[src/inc/mvf_defines.svh]
// mvf_defines.svh: offsets, field positions, reset values and timing counts
// assumes: included by the framer core and the framer test
`ifndef MVF_DEFINES_SVH
`define MVF_DEFINES_SVH

// ----------------------------------------
// register byte offsets and slot register word indices
// ----------------------------------------
`define MVF_CTRL_OFS 8'h00
`define MVF_BAUD_OFS 8'h04
`define MVF_STAT_OFS 8'h08
`define MVF_SLOT_BASE 8'h10
`define MVF_SLOT_FMT 2'h0
`define MVF_SLOT_INT 2'h1
`define MVF_SLOT_FRC 2'h2

// ----------------------------------------
// control field positions and reset values
// ----------------------------------------
`define MVF_CTRL_MASK 32'h0000FFFF
`define MVF_CTRL_RST 32'h00000A11
`define MVF_FMT_MASK 32'h0FFF7FFF
`define MVF_TAIL_MAX 4'h9

// ----------------------------------------
// timing
// ----------------------------------------
`define MVF_CLK_HZ 250000000
`define MVF_BAUD_DEF 9600
`define MVF_BAUD_RST 16'(`MVF_CLK_HZ / `MVF_BAUD_DEF)

// ----------------------------------------
// character codes
// ----------------------------------------
`define MVF_CH_CTRLB 8'h02
`define MVF_CH_LF 8'h0A
`define MVF_CH_CR 8'h0D
`define MVF_CH_SP 8'h20
`define MVF_CH_QUOTE 8'h22
`define MVF_CH_PLUS 8'h2B
`define MVF_CH_MINUS 8'h2D
`define MVF_CH_POINT 8'h2E
`define MVF_CH_ZERO 8'h30
`define MVF_CH_COLON 8'h3A
`define MVF_CH_EQ 8'h3D
`define MVF_CH_UC_D 8'h44
`define MVF_CH_UC_R 8'h52
`define MVF_CH_UC_W 8'h57
`define MVF_CH_CASE 8'h20

`endif

[src/inc/mvf_pkg.sv]
// mvf_pkg.sv: types shared by the measured value framer
// assumes: mvf_defines.svh on the include path
package mvf_pkg;

  // ----------------------------------------
  // configuration word
  // ----------------------------------------
  typedef struct packed {
    logic [15:0] rsvd;
    logic [1:0] sel_axis;
    logic [1:0] probe_mode;
    logic [1:0] naxes_m1;
    logic ef_en;
    logic [3:0] tail;
    logic lf_en;
    logic stop2;
    logic [1:0] parity;
    logic data8;
  } mvf_ctrl_t;

  // ----------------------------------------
  // per-axis record format
  // ----------------------------------------
  typedef struct packed {
    logic [3:0] rsvd_hi;
    logic [3:0] nsec;
    logic [3:0] nfrac;
    logic [3:0] nint;
    logic rsvd_lo;
    logic dtg;
    logic circle_diameter_label;
    logic inch;
    logic [1:0] sign;
    logic [1:0] kind;
    logic [7:0] letter;
  } mvf_fmt_t;

  typedef enum logic [1:0] {
    MVF_K_LIN = 2'h0,
    MVF_K_DEG = 2'h1,
    MVF_K_DMS = 2'h2
  } mvf_kind_t;

  typedef enum logic [1:0] {
    MVF_P_EDGE = 2'h0,
    MVF_P_CLINE = 2'h1,
    MVF_P_CIRC = 2'h2
  } mvf_probe_t;

  typedef enum logic [13:0] {
    MVF_S_IDLE = 14'h0001,
    MVF_S_HEAD = 14'h0002,
    MVF_S_SIGN = 14'h0004,
    MVF_S_INT = 14'h0008,
    MVF_S_SEP1 = 14'h0010,
    MVF_S_G2 = 14'h0020,
    MVF_S_SEP2 = 14'h0040,
    MVF_S_G3 = 14'h0080,
    MVF_S_UNIT = 14'h0100,
    MVF_S_SUFX = 14'h0200,
    MVF_S_CR = 14'h0400,
    MVF_S_LF = 14'h0800,
    MVF_S_TAIL = 14'h1000,
    MVF_S_TLF = 14'h2000
  } mvf_state_t;

endpackage

[src/core/mvf_framer.sv]
// mvf_framer.sv: measured value output framer with serial transmitter
// assumes: Avalon-MM master on clk, async pins for switch, probe and rx
//
// Design decisions made here: the address map and the Avalon-MM interface to the registers.
`include "mvf_defines.svh"

module mvf_framer
  import mvf_pkg::*;
(
  input wire logic clk,
  input wire logic rst,
  input wire logic [7:0] avs_address,
  input wire logic avs_read,
  input wire logic avs_write,
  input wire logic [3:0] avs_byteenable,
  input wire logic [31:0] avs_writedata,
  output logic [31:0] avs_readdata,
  output logic avs_waitrequest,
  input wire logic remote_switch_n,
  input wire logic edge_probe_n,
  input wire logic rxd,
  output logic txd
);

  // ----------------------------------------
  // helpers
  // ----------------------------------------
  function automatic logic [3:0] nib(input logic [31:0] w, input logic [3:0] idx);
    logic [31:0] s;
    s = w << {idx, 2'b00};
    return s[31:28];
  endfunction

  function automatic logic [31:0] bmerge(input logic [31:0] old, input logic [31:0] nw,
                                         input logic [3:0] be, input logic [31:0] msk);
    logic [31:0] m;
    m = {{8{be[3]}}, {8{be[2]}}, {8{be[1]}}, {8{be[0]}}};
    return ((old & ~m) | (nw & m)) & msk;
  endfunction

  // ----------------------------------------
  // register bus
  // ----------------------------------------
  logic ack_q;
  logic [31:0] ctrl_q;
  logic [15:0] baud_q;
  logic [31:0] fmt_q [4];
  logic [31:0] int_q [4];
  logic [31:0] frc_q [4];
  logic [31:0] rdat_d;
  logic [7:0] rx_last_q;
  mvf_ctrl_t cfg;
  wire req_w = avs_read | avs_write;
  wire wr_go = avs_write & ack_q;
  wire in_slots = (avs_address >= `MVF_SLOT_BASE) && (avs_address < 8'h50);
  wire [7:0] slot_ofs = avs_address - `MVF_SLOT_BASE;
  wire [1:0] slot_idx = slot_ofs[5:4];
  wire [1:0] slot_reg = slot_ofs[3:2];

  assign cfg = mvf_ctrl_t'(ctrl_q);
  assign avs_waitrequest = req_w & ~ack_q;

  always_ff @(posedge clk) begin
    if (rst) begin
      ack_q <= 1'b0;
    end else begin
      ack_q <= req_w & ~ack_q;
    end
  end

  always_ff @(posedge clk) begin
    if (rst) begin
      ctrl_q <= `MVF_CTRL_RST;
      baud_q <= `MVF_BAUD_RST;
    end else if (wr_go && avs_address == `MVF_CTRL_OFS) begin
      ctrl_q <= bmerge(ctrl_q, avs_writedata, avs_byteenable, `MVF_CTRL_MASK);
    end else if (wr_go && avs_address == `MVF_BAUD_OFS) begin
      baud_q <= 16'(bmerge({16'h0000, baud_q}, avs_writedata, avs_byteenable, 32'h0000FFFF));
    end
  end

  always_ff @(posedge clk) begin
    if (rst) begin
      for (int i = 0; i < 4; i++) begin
        fmt_q[i] <= 32'h00000000;
        int_q[i] <= 32'h00000000;
        frc_q[i] <= 32'h00000000;
      end
    end else if (wr_go && in_slots) begin
      unique case (slot_reg)
        `MVF_SLOT_FMT: fmt_q[slot_idx] <= bmerge(fmt_q[slot_idx], avs_writedata, avs_byteenable,
                                                `MVF_FMT_MASK);
        `MVF_SLOT_INT: int_q[slot_idx] <= bmerge(int_q[slot_idx], avs_writedata, avs_byteenable,
                                                32'hFFFFFFFF);
        `MVF_SLOT_FRC: frc_q[slot_idx] <= bmerge(frc_q[slot_idx], avs_writedata, avs_byteenable,
                                                32'h00FFFFFF);
        default: ;
      endcase
    end
  end

  // ----------------------------------------
  // pin synchronisers and edge detect
  // ----------------------------------------
  logic [2:0] sw_sy_q;
  logic [2:0] ef_sy_q;
  logic [1:0] rx_sy_q;
  wire sw_hit = sw_sy_q[1] & ~sw_sy_q[2];
  wire ef_hit = ef_sy_q[1] & ~ef_sy_q[2];

  always_ff @(posedge clk) begin
    if (rst) begin
      sw_sy_q <= 3'h0;
      ef_sy_q <= 3'h0;
      rx_sy_q <= 2'h3;
    end else begin
      sw_sy_q <= {sw_sy_q[1:0], ~remote_switch_n};
      ef_sy_q <= {ef_sy_q[1:0], ~edge_probe_n};
      rx_sy_q <= {rx_sy_q[0], rxd};
    end
  end

  // ----------------------------------------
  // serial receiver, watches for Ctrl B
  // ----------------------------------------
  logic rx_busy_q;
  logic [15:0] rx_cnt_q;
  logic [3:0] rx_bit_q;
  logic [9:0] rx_sh_q;
  logic ctrlb_q;
  wire [3:0] rx_nbits = 4'(cfg.data8 ? 8 : 7) + 4'(cfg.parity != 2'h0);
  wire rx_samp = rx_busy_q && rx_cnt_q == 16'h0000;
  wire rx_done = rx_samp && rx_bit_q == rx_nbits + 4'h1;
  wire [7:0] rx_char = cfg.data8 ? rx_sh_q[8:1] : {1'b0, rx_sh_q[7:1]};

  always_ff @(posedge clk) begin
    if (rst) begin
      rx_busy_q <= 1'b0;
      rx_cnt_q <= 16'h0000;
      rx_bit_q <= 4'h0;
      rx_sh_q <= 10'h000;
      rx_last_q <= 8'h00;
      ctrlb_q <= 1'b0;
    end else begin
      ctrlb_q <= 1'b0;
      if (!rx_busy_q) begin
        if (!rx_sy_q[1]) begin
          rx_busy_q <= 1'b1;
          rx_cnt_q <= {1'b0, baud_q[15:1]};
          rx_bit_q <= 4'h0;
          rx_sh_q <= 10'h000;
        end
      end else if (rx_samp) begin
        rx_cnt_q <= baud_q - 16'h0001;
        rx_bit_q <= rx_bit_q + 4'h1;
        rx_sh_q <= rx_sh_q | (10'(rx_sy_q[1]) << rx_bit_q);
        if (rx_bit_q == 4'h0 && rx_sy_q[1]) begin
          rx_busy_q <= 1'b0;
        end
        if (rx_done) begin
          rx_busy_q <= 1'b0;
          rx_last_q <= rx_char;
          ctrlb_q <= rx_char == `MVF_CH_CTRLB;
        end
      end else begin
        rx_cnt_q <= rx_cnt_q - 16'h0001;
      end
    end
  end

  // ----------------------------------------
  // serial transmitter
  // ----------------------------------------
  logic tx_busy_q;
  logic [15:0] tx_cnt_q;
  logic [3:0] tx_left_q;
  logic [11:0] tx_sh_q;
  logic tx_go;
  logic [7:0] tx_ch;
  wire par_bit = (cfg.data8 ? ^tx_ch : ^tx_ch[6:0]) ^ cfg.parity[1];
  wire p_or_stop = (cfg.parity == 2'h0) | par_bit;
  wire [3:0] tx_len = 4'h1 + 4'(cfg.data8 ? 8 : 7) + 4'(cfg.parity != 2'h0)
                      + 4'(cfg.stop2 ? 2 : 1);
  wire [11:0] tx_frame = cfg.data8 ? {2'b11, p_or_stop, tx_ch, 1'b0}
                                   : {3'b111, p_or_stop, tx_ch[6:0], 1'b0};

  always_ff @(posedge clk) begin
    if (rst) begin
      tx_busy_q <= 1'b0;
      tx_cnt_q <= 16'h0000;
      tx_left_q <= 4'h0;
      tx_sh_q <= 12'hFFF;
    end else if (tx_go) begin
      tx_busy_q <= 1'b1;
      tx_sh_q <= tx_frame;
      tx_left_q <= tx_len;
      tx_cnt_q <= baud_q - 16'h0001;
    end else if (tx_busy_q && tx_cnt_q == 16'h0000) begin
      tx_sh_q <= {1'b1, tx_sh_q[11:1]};
      tx_left_q <= tx_left_q - 4'h1;
      tx_busy_q <= tx_left_q != 4'h1;
      tx_cnt_q <= baud_q - 16'h0001;
    end else if (tx_busy_q) begin
      tx_cnt_q <= tx_cnt_q - 16'h0001;
    end
  end

  assign txd = tx_sh_q[0];

  // ----------------------------------------
  // request capture
  // ----------------------------------------
  logic disp_pend_q;
  logic probe_pend_q;
  logic job_probe_q;
  mvf_state_t st_q;
  mvf_state_t st_d;
  wire idle = st_q == MVF_S_IDLE;
  wire take_disp = idle & disp_pend_q;
  wire take_probe = idle & ~disp_pend_q & probe_pend_q;

  always_ff @(posedge clk) begin
    if (rst) begin
      disp_pend_q <= 1'b0;
      probe_pend_q <= 1'b0;
    end else begin
      disp_pend_q <= (disp_pend_q & ~take_disp) | sw_hit | ctrlb_q;
      probe_pend_q <= (probe_pend_q & ~take_probe) | (ef_hit & cfg.ef_en);
    end
  end

  // ----------------------------------------
  // record sequencer
  // ----------------------------------------
  logic [3:0] cnt_q;
  logic [3:0] cnt_d;
  logic [1:0] rec_q;
  logic [1:0] rec_d;
  logic job_probe_d;
  logic [7:0] ch;
  logic emit;
  mvf_fmt_t fmt;
  wire [1:0] pmode = cfg.probe_mode;
  wire [1:0] slot = (job_probe_q && pmode == MVF_P_EDGE) ? cfg.sel_axis : rec_q;
  wire labelled = job_probe_q && pmode != MVF_P_EDGE;
  wire [1:0] nrec_m1 = !job_probe_q ? cfg.naxes_m1 : pmode == MVF_P_CIRC ? 2'h2
                       : pmode == MVF_P_CLINE ? 2'h1 : 2'h0;
  wire [3:0] head_len = job_probe_q ? 4'h4 : 4'h2;
  wire last_head = cnt_q == head_len - 4'h1;
  wire is_dms = !job_probe_q && fmt.kind == MVF_K_DMS;
  wire is_rot = !job_probe_q && fmt.kind != MVF_K_LIN;
  wire [3:0] tail_n = cfg.tail > `MVF_TAIL_MAX ? `MVF_TAIL_MAX : cfg.tail;
  wire more_rec = rec_q != nrec_m1;
  wire [7:0] lab_ch;
  wire [7:0] head_ch;
  wire [7:0] sign_ch;
  wire [7:0] sfx_ch;
  wire [23:0] lab_str;

  assign fmt = mvf_fmt_t'(fmt_q[slot]);
  assign lab_str = pmode == MVF_P_CLINE ? (rec_q == 2'h0 ? 24'h434C58 : 24'h445354)
                 : rec_q == 2'h0 ? 24'h434358 : rec_q == 2'h1 ? 24'h434359 : 24'h444941;
  assign lab_ch = cnt_q == 4'h0 ? lab_str[23:16] : cnt_q == 4'h1 ? lab_str[15:8] : lab_str[7:0];
  // edge head letter, two spaces, colon
  assign head_ch = last_head ? (job_probe_q ? `MVF_CH_COLON : `MVF_CH_EQ)
                 : labelled ? lab_ch : cnt_q == 4'h0 ? fmt.letter : `MVF_CH_SP;
  assign sign_ch = fmt.sign == 2'h1 ? `MVF_CH_MINUS
                 : (job_probe_q && fmt.sign == 2'h2) ? `MVF_CH_SP : `MVF_CH_PLUS;
  assign sfx_ch = is_rot ? (fmt.dtg ? `MVF_CH_UC_W | `MVF_CH_CASE : `MVF_CH_UC_W)
                : (fmt.circle_diameter_label ? `MVF_CH_UC_D : `MVF_CH_UC_R)
                  | ((!job_probe_q && fmt.dtg) ? `MVF_CH_CASE : 8'h00);

  always_comb begin
    st_d = st_q;
    cnt_d = cnt_q;
    rec_d = rec_q;
    job_probe_d = job_probe_q;
    ch = `MVF_CH_SP;
    emit = 1'b0;
    unique case (st_q)
      MVF_S_IDLE: begin
        cnt_d = 4'h0;
        rec_d = 2'h0;
        // start a display or probe set
        if (take_disp | take_probe) begin
          job_probe_d = take_probe;
          st_d = MVF_S_HEAD;
        end
      end
      MVF_S_HEAD: begin
        ch = head_ch;
        emit = 1'b1;
        cnt_d = last_head ? 4'h0 : cnt_q + 4'h1;
        st_d = last_head ? MVF_S_SIGN : MVF_S_HEAD;
      end
      MVF_S_SIGN: begin
        ch = sign_ch;
        emit = 1'b1;
        st_d = MVF_S_INT;
      end
      MVF_S_INT: begin
        ch = `MVF_CH_ZERO | {4'h0, nib(int_q[slot], cnt_q)};
        emit = cnt_q < fmt.nint;
        cnt_d = emit ? cnt_q + 4'h1 : 4'h0;
        st_d = emit ? MVF_S_INT : MVF_S_SEP1;
      end
      MVF_S_SEP1: begin
        ch = is_dms ? `MVF_CH_COLON : `MVF_CH_POINT;
        emit = 1'b1;
        st_d = MVF_S_G2;
      end
      MVF_S_G2: begin
        ch = `MVF_CH_ZERO | {4'h0, nib({frc_q[slot][23:0], 8'h00}, cnt_q)};
        emit = cnt_q < fmt.nfrac;
        cnt_d = emit ? cnt_q + 4'h1 : 4'h0;
        st_d = emit ? MVF_S_G2 : is_dms ? MVF_S_SEP2 : MVF_S_UNIT;
      end
      MVF_S_SEP2: begin
        ch = `MVF_CH_COLON;
        emit = 1'b1;
        st_d = MVF_S_G3;
      end
      MVF_S_G3: begin
        ch = `MVF_CH_ZERO | {4'h0, nib({frc_q[slot][15:0], 16'h0000}, cnt_q)};
        emit = cnt_q < fmt.nsec;
        cnt_d = emit ? cnt_q + 4'h1 : 4'h0;
        st_d = emit ? MVF_S_G3 : MVF_S_UNIT;
      end
      MVF_S_UNIT: begin
        ch = (!is_rot && fmt.inch) ? `MVF_CH_QUOTE : `MVF_CH_SP;
        emit = 1'b1;
        st_d = MVF_S_SUFX;
      end
      MVF_S_SUFX: begin
        ch = sfx_ch;
        emit = 1'b1;
        st_d = MVF_S_CR;
      end
      MVF_S_CR: begin
        ch = `MVF_CH_CR;
        emit = 1'b1;
        st_d = cfg.lf_en ? MVF_S_LF : more_rec ? MVF_S_HEAD
             : tail_n != 4'h0 ? MVF_S_TAIL : MVF_S_IDLE;
        rec_d = (!cfg.lf_en && more_rec) ? rec_q + 2'h1 : rec_q;
      end
      MVF_S_LF: begin
        ch = `MVF_CH_LF;
        emit = 1'b1;
        st_d = more_rec ? MVF_S_HEAD : tail_n != 4'h0 ? MVF_S_TAIL : MVF_S_IDLE;
        rec_d = more_rec ? rec_q + 2'h1 : rec_q;
      end
      MVF_S_TAIL: begin
        ch = `MVF_CH_CR;
        emit = 1'b1;
        cnt_d = cnt_q + 4'h1;
        st_d = cfg.lf_en ? MVF_S_TLF : cnt_d == tail_n ? MVF_S_IDLE : MVF_S_TAIL;
      end
      MVF_S_TLF: begin
        ch = `MVF_CH_LF;
        emit = 1'b1;
        st_d = cnt_q == tail_n ? MVF_S_IDLE : MVF_S_TAIL;
      end
      default: st_d = MVF_S_IDLE;
    endcase
  end

  // plain characters straight to the line
  wire step = !emit || !tx_busy_q;
  assign tx_go = emit & ~tx_busy_q;
  assign tx_ch = ch;

  always_ff @(posedge clk) begin
    if (rst) begin
      st_q <= MVF_S_IDLE;
      cnt_q <= 4'h0;
      rec_q <= 2'h0;
      job_probe_q <= 1'b0;
    end else if (step) begin
      st_q <= st_d;
      cnt_q <= cnt_d;
      rec_q <= rec_d;
      job_probe_q <= job_probe_d;
    end
  end

  // ----------------------------------------
  // read mux
  // ----------------------------------------
  wire [31:0] stat_w = {16'h0000, rx_last_q, 4'h0, tx_busy_q, probe_pend_q, disp_pend_q, ~idle};
  wire [31:0] slot_rd = slot_reg == `MVF_SLOT_FMT ? fmt_q[slot_idx]
                      : slot_reg == `MVF_SLOT_INT ? int_q[slot_idx]
                      : slot_reg == `MVF_SLOT_FRC ? frc_q[slot_idx] : 32'h00000000;

  assign rdat_d = avs_address == `MVF_CTRL_OFS ? ctrl_q
                : avs_address == `MVF_BAUD_OFS ? {16'h0000, baud_q}
                : avs_address == `MVF_STAT_OFS ? stat_w
                : in_slots ? slot_rd : 32'h00000000;

  always_ff @(posedge clk) begin
    if (rst) begin
      avs_readdata <= 32'h00000000;
    end else if (avs_read && !ack_q) begin
      avs_readdata <= rdat_d;
    end
  end

endmodule

[config.mk]
export PLATFORM = sky130hd
export DESIGN_NAME = mvf_framer
export DESIGN_NICKNAME = d
export VERILOG_FILES = /design/src/inc/mvf_pkg.sv /design/src/core/mvf_framer.sv
export VERILOG_INCLUDE_DIRS = /design/src /design/src/inc
export SDC_FILE = /design/constraint.sdc
export NUM_CORES = 1
export LEC_CHECK = 0
export BUFFER_PORTS_ARGS = -buffer_cell sky130_fd_sc_hd__buf_2
export CAP_MARGIN = 5
export CORE_ASPECT_RATIO = 0.5
export CORE_MARGIN = 1.5
export CORE_UTILIZATION = 57
export DETAILED_ROUTE_END_ITERATION = 7
export PLACE_DENSITY = 0.88
export SETUP_SLACK_MARGIN = 0.15
export SYNTH_ARGS = -nofsm -noshare
export SYNTH_HDL_FRONTEND = slang
export SYNTH_SLANG_ARGS = --single-unit
[constraint.sdc]
create_clock -name clk -period 4.5 [get_ports clk]
set_clock_uncertainty 0.05 [all_clocks]
set_input_delay 0.225 -clock clk [delete_from_list [all_inputs] [get_ports clk]]
set_output_delay 0.225 -clock clk [all_outputs]
set_load 0.03 [all_outputs]
# After elaboration in Yosys (flattened, before gate mapping)
# Memories as Yosys holds them, arrays and structs flattened.
# Cells that the tools add are included.
# totals
regBits	169
mem_bits_rw	332
in_bits	51
output_inout_bits	34
elab_cells	295
n_memories	3
# op_classes
add_sub_neg	14
order_cmp	6
eq_ne	37
shift	4
muxes	105
n_bitwise	46
reduce_logical	57
# memory_table
memory	words	word_bits	read_ports	rd_clocked_by_memory_dff	write_ports	line_no	text
int_q	4	32	2	0	4	mvf_framer.sv:48	logic [31:0] int_q [4];
fmt_q	4	27	2	0	4	mvf_framer.sv:47	logic [31:0] fmt_q [4];
frc_q	4	24	2	0	4	mvf_framer.sv:49	logic [31:0] frc_q [4];
# ops
cell	n
2-to-1 mux 32 bit	8
one-hot mux 14 bit (14 select lines)	1
2-to-1 mux 16 bit	6
left shift 32 x 6 -> 32 bit	3
one-hot mux 8 bit (11 select lines)	1
2-to-1 mux 19 bit	4
AND 32 bit	2
2-to-1 mux 13 bit	4
2-to-1 mux 4 bit	13
2-to-1 mux 8 bit	6
subtractor 16 x 1 -> 16 bit, second input constant	3
2-to-1 mux 14 bit	3
2-to-1 mux 10 bit	4
AND 16 bit	2
logical NOT 16 bit	2
NOT 32 bit	1
bitwise OR 16 bit	2
bitwise OR 32 bit	1
OR reduction 32 bit	1
AND 28 bit	1
bitwise OR 28 bit	1
2-to-1 mux 27 bit	1
2-to-1 mux 9 bit	3
OR reduction 27 bit	1
other kinds (76)	195

# Logic depth before layout (Yosys ltp)
# An unclocked memory read counts as a cell.
# logic_depth
ltp_word	16
ltp_mapped	22
ltp_nobuf	14

# Worst setup path before layout
# OpenSTA, ideal clock, no wires.
# synth_path
kind	input -> register
from	in avs_address[4]
to	mem int_q[1][0] (enable)
setup_time_ns	0.394
t_arrival_ns	4.235
t_required_ns	4.056
slack_ns	-0.179
cell_stages	12
path_buffers	7
path_cell_list	clkbuf_1 -> buf_2 -> clkbuf_1 -> clkbuf_1 -> inv_1 -> ha_1 -> clkbuf_1 -> clkbuf_1 -> clkbuf_1 -> nor2b_1 -> nand2_1 -> nand2b_1
# synth_lines
item	line_no	text
from (decl)	mvf_framer.sv:12	input wire logic [7:0] avs_address,
to (decl)	mvf_framer.sv:48	

# Worst setup path in the final report
# layout_path
from	reg job_probe_q
to	reg tx_sh_q[9]
# layout_between
elab_chain_cells	15
word_cells_on_any_way	50
cone_classes	1 x add/sub; 3 x order compare; 4 x eq/ne; 3 x shift; 19 x mux; 4 x bitwise; 13 x reduce/logical; 3 x memory
# layout_rtl
item	line_no	text
from (decl)	mvf_framer.sv:215	logic job_probe_q;
from (signal assigned)	mvf_framer.sv:382	job_probe_q <= job_probe_d;
parallel branches: the longest is 15 deep, another holds memory (4 x 24 bit)	-	
to (signal assigned)	mvf_framer.sv:195	tx_sh_q <= tx_frame;
to (signal assigned)	mvf_framer.sv:199	tx_sh_q <= {1'b1, tx_sh_q[11:1]};
to (decl)	mvf_framer.sv:177	logic [11:0] tx_sh_q;
# Parallel ways; which one is timed is not known.
# A chain may end at the register's enable or synchronous reset.

==> metrics.md <==
| Metric | Value |
|---|---|
| Setup violators final | 0 |
| Sequential Power Share | 44.2% |
| CTS clk-pin slew, worst paths | 0.06 ns |
| Buffers on Ports | 84 |
| # Max-Cap Violations | 0 |
| Worst-case hold slack | 0.0167 ns |
| Dominant register cell in the synthesized netlist | edfxtp_1 |
| Post-synth top area cell | edfxtp_1 |
| Main area contributors after synthesis | edfxtp_1, dfxtp_1, mux4_2 |
| Final WS setup | 0.188 ns |
| Setup CP Type | reg -> reg |
| Share of layout cells above drive strength 1 | 15.2% |
| # clock sinks | 497 |
| Worst Setup End Kind | flip-flop |
| Finished Cell Area | 31000 µm² |
| DIE AREA | 50500 µm² |
| Largest net degree at the start of global routing | 99 |
| Drt drc | 12 |
| Vias in the first global route | 23000 |
| Setup crit start kind | flip-flop |
| Initial Utilization | 57.7% |
| Area Overhead vs Synth | 10.9% |
| Clock share of power | 34.3% |
| Crit path cell chain | or3b_4 -> buf_4 -> a21oi_4 -> buf_12 -> buf_4 -> nand2_1 -> and3_1 -> a2111oi_1 -> buf_4 -> a211oi_2 -> o311ai_4 -> xnor3_2 -> xnor3_1 -> a31oi_1 -> or2_1 |
| CP Depth | 15 |
| Pins Over Slew Limit | 0 |
| Slew HR | 19.2% |
| Die Ht | 160 µm |
| Reg-to-Reg Start | job_probe_q |
| Yosys top cell area share | 35.6% |
| DR WL/cell | 27.4 µm |
| WP buf/inv | 4 |
| Min Tclk post-route | 4.31 ns |
| Hold/Removal Path Class | in -> reg |
| I/O Pins | 85 |
| Delay of the slowest cell on the worst path | 0.48 ns |
| Unrepaired setup endpoints after global routing | no |
| Power Density | 390 nW/µm² |
| Worst-path maximum fanout | 15 |
| Total Routed Length | 94.6 mm |
| R2R setup slack | 0.19 ns |
| CP top delay family | compound AO/OA/AOI/OAI gates |
| TritonCTS clock tree | yes |
| Core Box Area | 48500 µm² |
| Nets | 2841 |
| Initial antenna violation count | 3 |
| DP Area | 29200 µm² |
| Antenna violation net count after detailed routing | 0 |
| Fin. Hold Viols | 0 |
| Combinational Power Share | 21.5% |
| Fillers | 3584 |
| Post-synthesis sequential area ratio | 47.4% |
| CP arrival | 4.71 ns |
| Drt pass-1 iters | 8 |
| HPWL Detailed | 63.8 mm |
| Worst Max-Slew Pin Slew | 1.21 ns |
| CTS root buf | clkbuf_16 |
| Post-synth top cells | nor2_1, edfxtp_1, nand2_1 |
| Clock buffer count from CTS | 46 |
| Critical Path End | tx_sh_q[9] |
| Sw Share | 31.0% |
| Status | complete, but fails checks |
| Final period util | 95.8% |
| GPL Wtd Cong | 1.06 |
| Worst path required time | 4.90 ns |
| Slowest CP cell | a2111oi_1 |
| Util after Layout | 64.0% |
| Syn avg cell area | 10.3 µm² |
| First-pass GRT wire length | 141 mm |
| Distinct cells, synth | 91 |
| Most used cell along the critical path | buf_4 |
| Pint | 8.35 mW |
| Ys async rst share | 0% |
| H-tree levels | 2 |
| Worst Setup SP | job_probe_q |
| GRT Total Usage | 37.0% |
| Most common cell in the netlist | nor2_1 |
| Failing checks | design-rule violations |
| Die X | 316 µm |
| Latest clock arrival within the worst-skew pair | 0.62 ns |
| EDFF count, synth | 332 |
| Switching power | 3.75 mW |
| Synth Cell Area | 28000 µm² |
| Via count | 24200 |
| Fmax | 0.232 GHz |
| Yosys reg bits | 497 |
| GRT overflow | 0 |
| End of the worst register-to-register path | tx_sh_q[9] |
| Synth warn | 0 |
| Leak pwr | 11.7 nW |
| Worst Reg-to-Reg Cells | 15 |
| Post-synth net total | 2802 |
| Detail-routed via count per cell | 7.01 |
| Synth Instances | 2721 |
| Setup TNS | 0 ns |
| Drt initial violations | 3595 |
| Standard-cell rows | 57 |
| VDD IR max | 0.307 mV |
| Post-Place Worst Slack | -0.0713 ns |
| Max clock buf depth | 3 |
-- flip-flops by register name (all words and copies together), names as in the netlist, 2 cells and up, named ones only --
name	count
int_q	128
fmt_q	108
frc_q	96
avs_readdata	32
rx_cnt_q	16
tx_cnt_q	16
st_q	14
tx_sh_q	10
rx_last_q	8
rx_sh_q	8
cnt_q	4
rx_bit_q	4
tx_left_q	4
ef_sy_q	3
sw_sy_q	3
rec_q	2
rx_sy_q	2
-- kinds of logic (layout without fill, tap and decap cells) --
| family | after synthesis | in the layout | synth area share, % |
|---|---|---|---|
| fa+ha+maj | 30 | 30 | 1.34 |
| buf+inv | 258 | 335 | 3.84 |
| other cells | 0 | 3 | 0 |
| compound gates | 479 | 479 | 12.2 |
| mux | 327 | 327 | 16.2 |
| xor+xnor | 54 | 54 | 1.79 |
| flops | 497 | 497 | 47.4 |
| simple gates | 1076 | 1076 | 17.2 |
-- timing repair --
| item | in CTS | in global routing |
|---|---|---|
| hold buffers | 13 | 0 |
| gates resized for setup | 3 | 14 |
| setup endpoints to repair | 13 | 17 |
| pin swaps | 1 | 4 |
| buffers inserted | 3 | 4 |
| endpoints found under the hold margin | 18 | 0 |
-- power by group through the flow --
stage	Combinational, mW	Sequential (mW)	Clock [mW]
CTS	2.47	5.34	4.14
detailed placement	2.44	5.43	0
floorplan	1.77	5.36	0
finish	2.60	5.34	4.15
global route	2.76	5.38	4.32
global placement	2.38	5.41	0
-- worst min-delay path by stage --
stage                           start           end  slack (ns)  cells past startpoint
global placement         edge_probe_n    ef_sy_q[0]        0.33                      2
finish              avs_writedata[27]  fmt_q[1][26]        0.02                      3
global route        avs_writedata[24]  fmt_q[3][23]        0.03                      3
detailed placement       edge_probe_n    ef_sy_q[0]        0.33                      2
floorplan                edge_probe_n    ef_sy_q[0]        0.24                      1
CTS                 avs_writedata[27]  fmt_q[1][26]       0.003                      3
-- worst reg2reg max path: stages, from the launching register on --
cell and delay, ns:
dfxtp_1 0.46, or3b_4 0.46, buf_4 0.19, a21oi_4 0.26
buf_12 0.20, buf_4 0.23, nand2_1 0.07, and3_1 0.18
a2111oi_1 0.48, buf_4 0.21, a211oi_2 0.05, o311ai_4 0.38
xnor3_2 0.38, xnor3_1 0.28, a31oi_1 0.09, or2_1 0.22
-- through the flow --
| step | total power [mW] | cells |
|---|---|---|
| finish | 12.1 | 3450 |
| detailed placement | 7.87 | 3341 |
| global placement | 7.79 | 3341 |
| CTS | 12.0 | 3443 |
| floorplan | 7.13 | 2721 |
| global route | 12.5 | 3447 |
-- layout by cell type, fill, tap and decap left out, types with 37 or more instances in the layout --
cell	n
nor2_1	537
edfxtp_1	332
nand2_1	231
mux2i_1	213
dfxtp_1	163
buf_4	100
mux4_2	98
buf_2	82
o21ai_0	79
a21oi_1	79
a211oi_1	72
nand3_1	70
clkbuf_16	49
inv_1	45
nor2b_1	44
nor3_1	37
-- routing by layer --
metal / vias to the layer above / part of all wire [%] / GRT usage [%]
met5: - / 0 / 0
met4: 0 / 6.8 / 21.8
met3: 438 / 16 / 14.1
met2: 2086 / 43 / 54.5
met1: 11500 / 34 / 46.4
li1: 10100 / - / -
-- final cells by class --
| cell class | count | area (µm²) | area share (%) |
|---|---|---|---|
| repair buffers | 203 | 1430 | 4.59 |
| multi-input cells | 1966 | 13800 | 44.4 |
| clock inverters | 22 | 274 | 0.883 |
| clock buffers | 64 | 1300 | 4.20 |
| diodes | 3 | 7.51 | 0.0242 |
| flip-flops and latches | 497 | 13300 | 42.8 |
| well taps | 649 | 812 | 2.62 |
| inverters | 46 | 173 | 0.556 |
(Power assumes the default switching activity.)
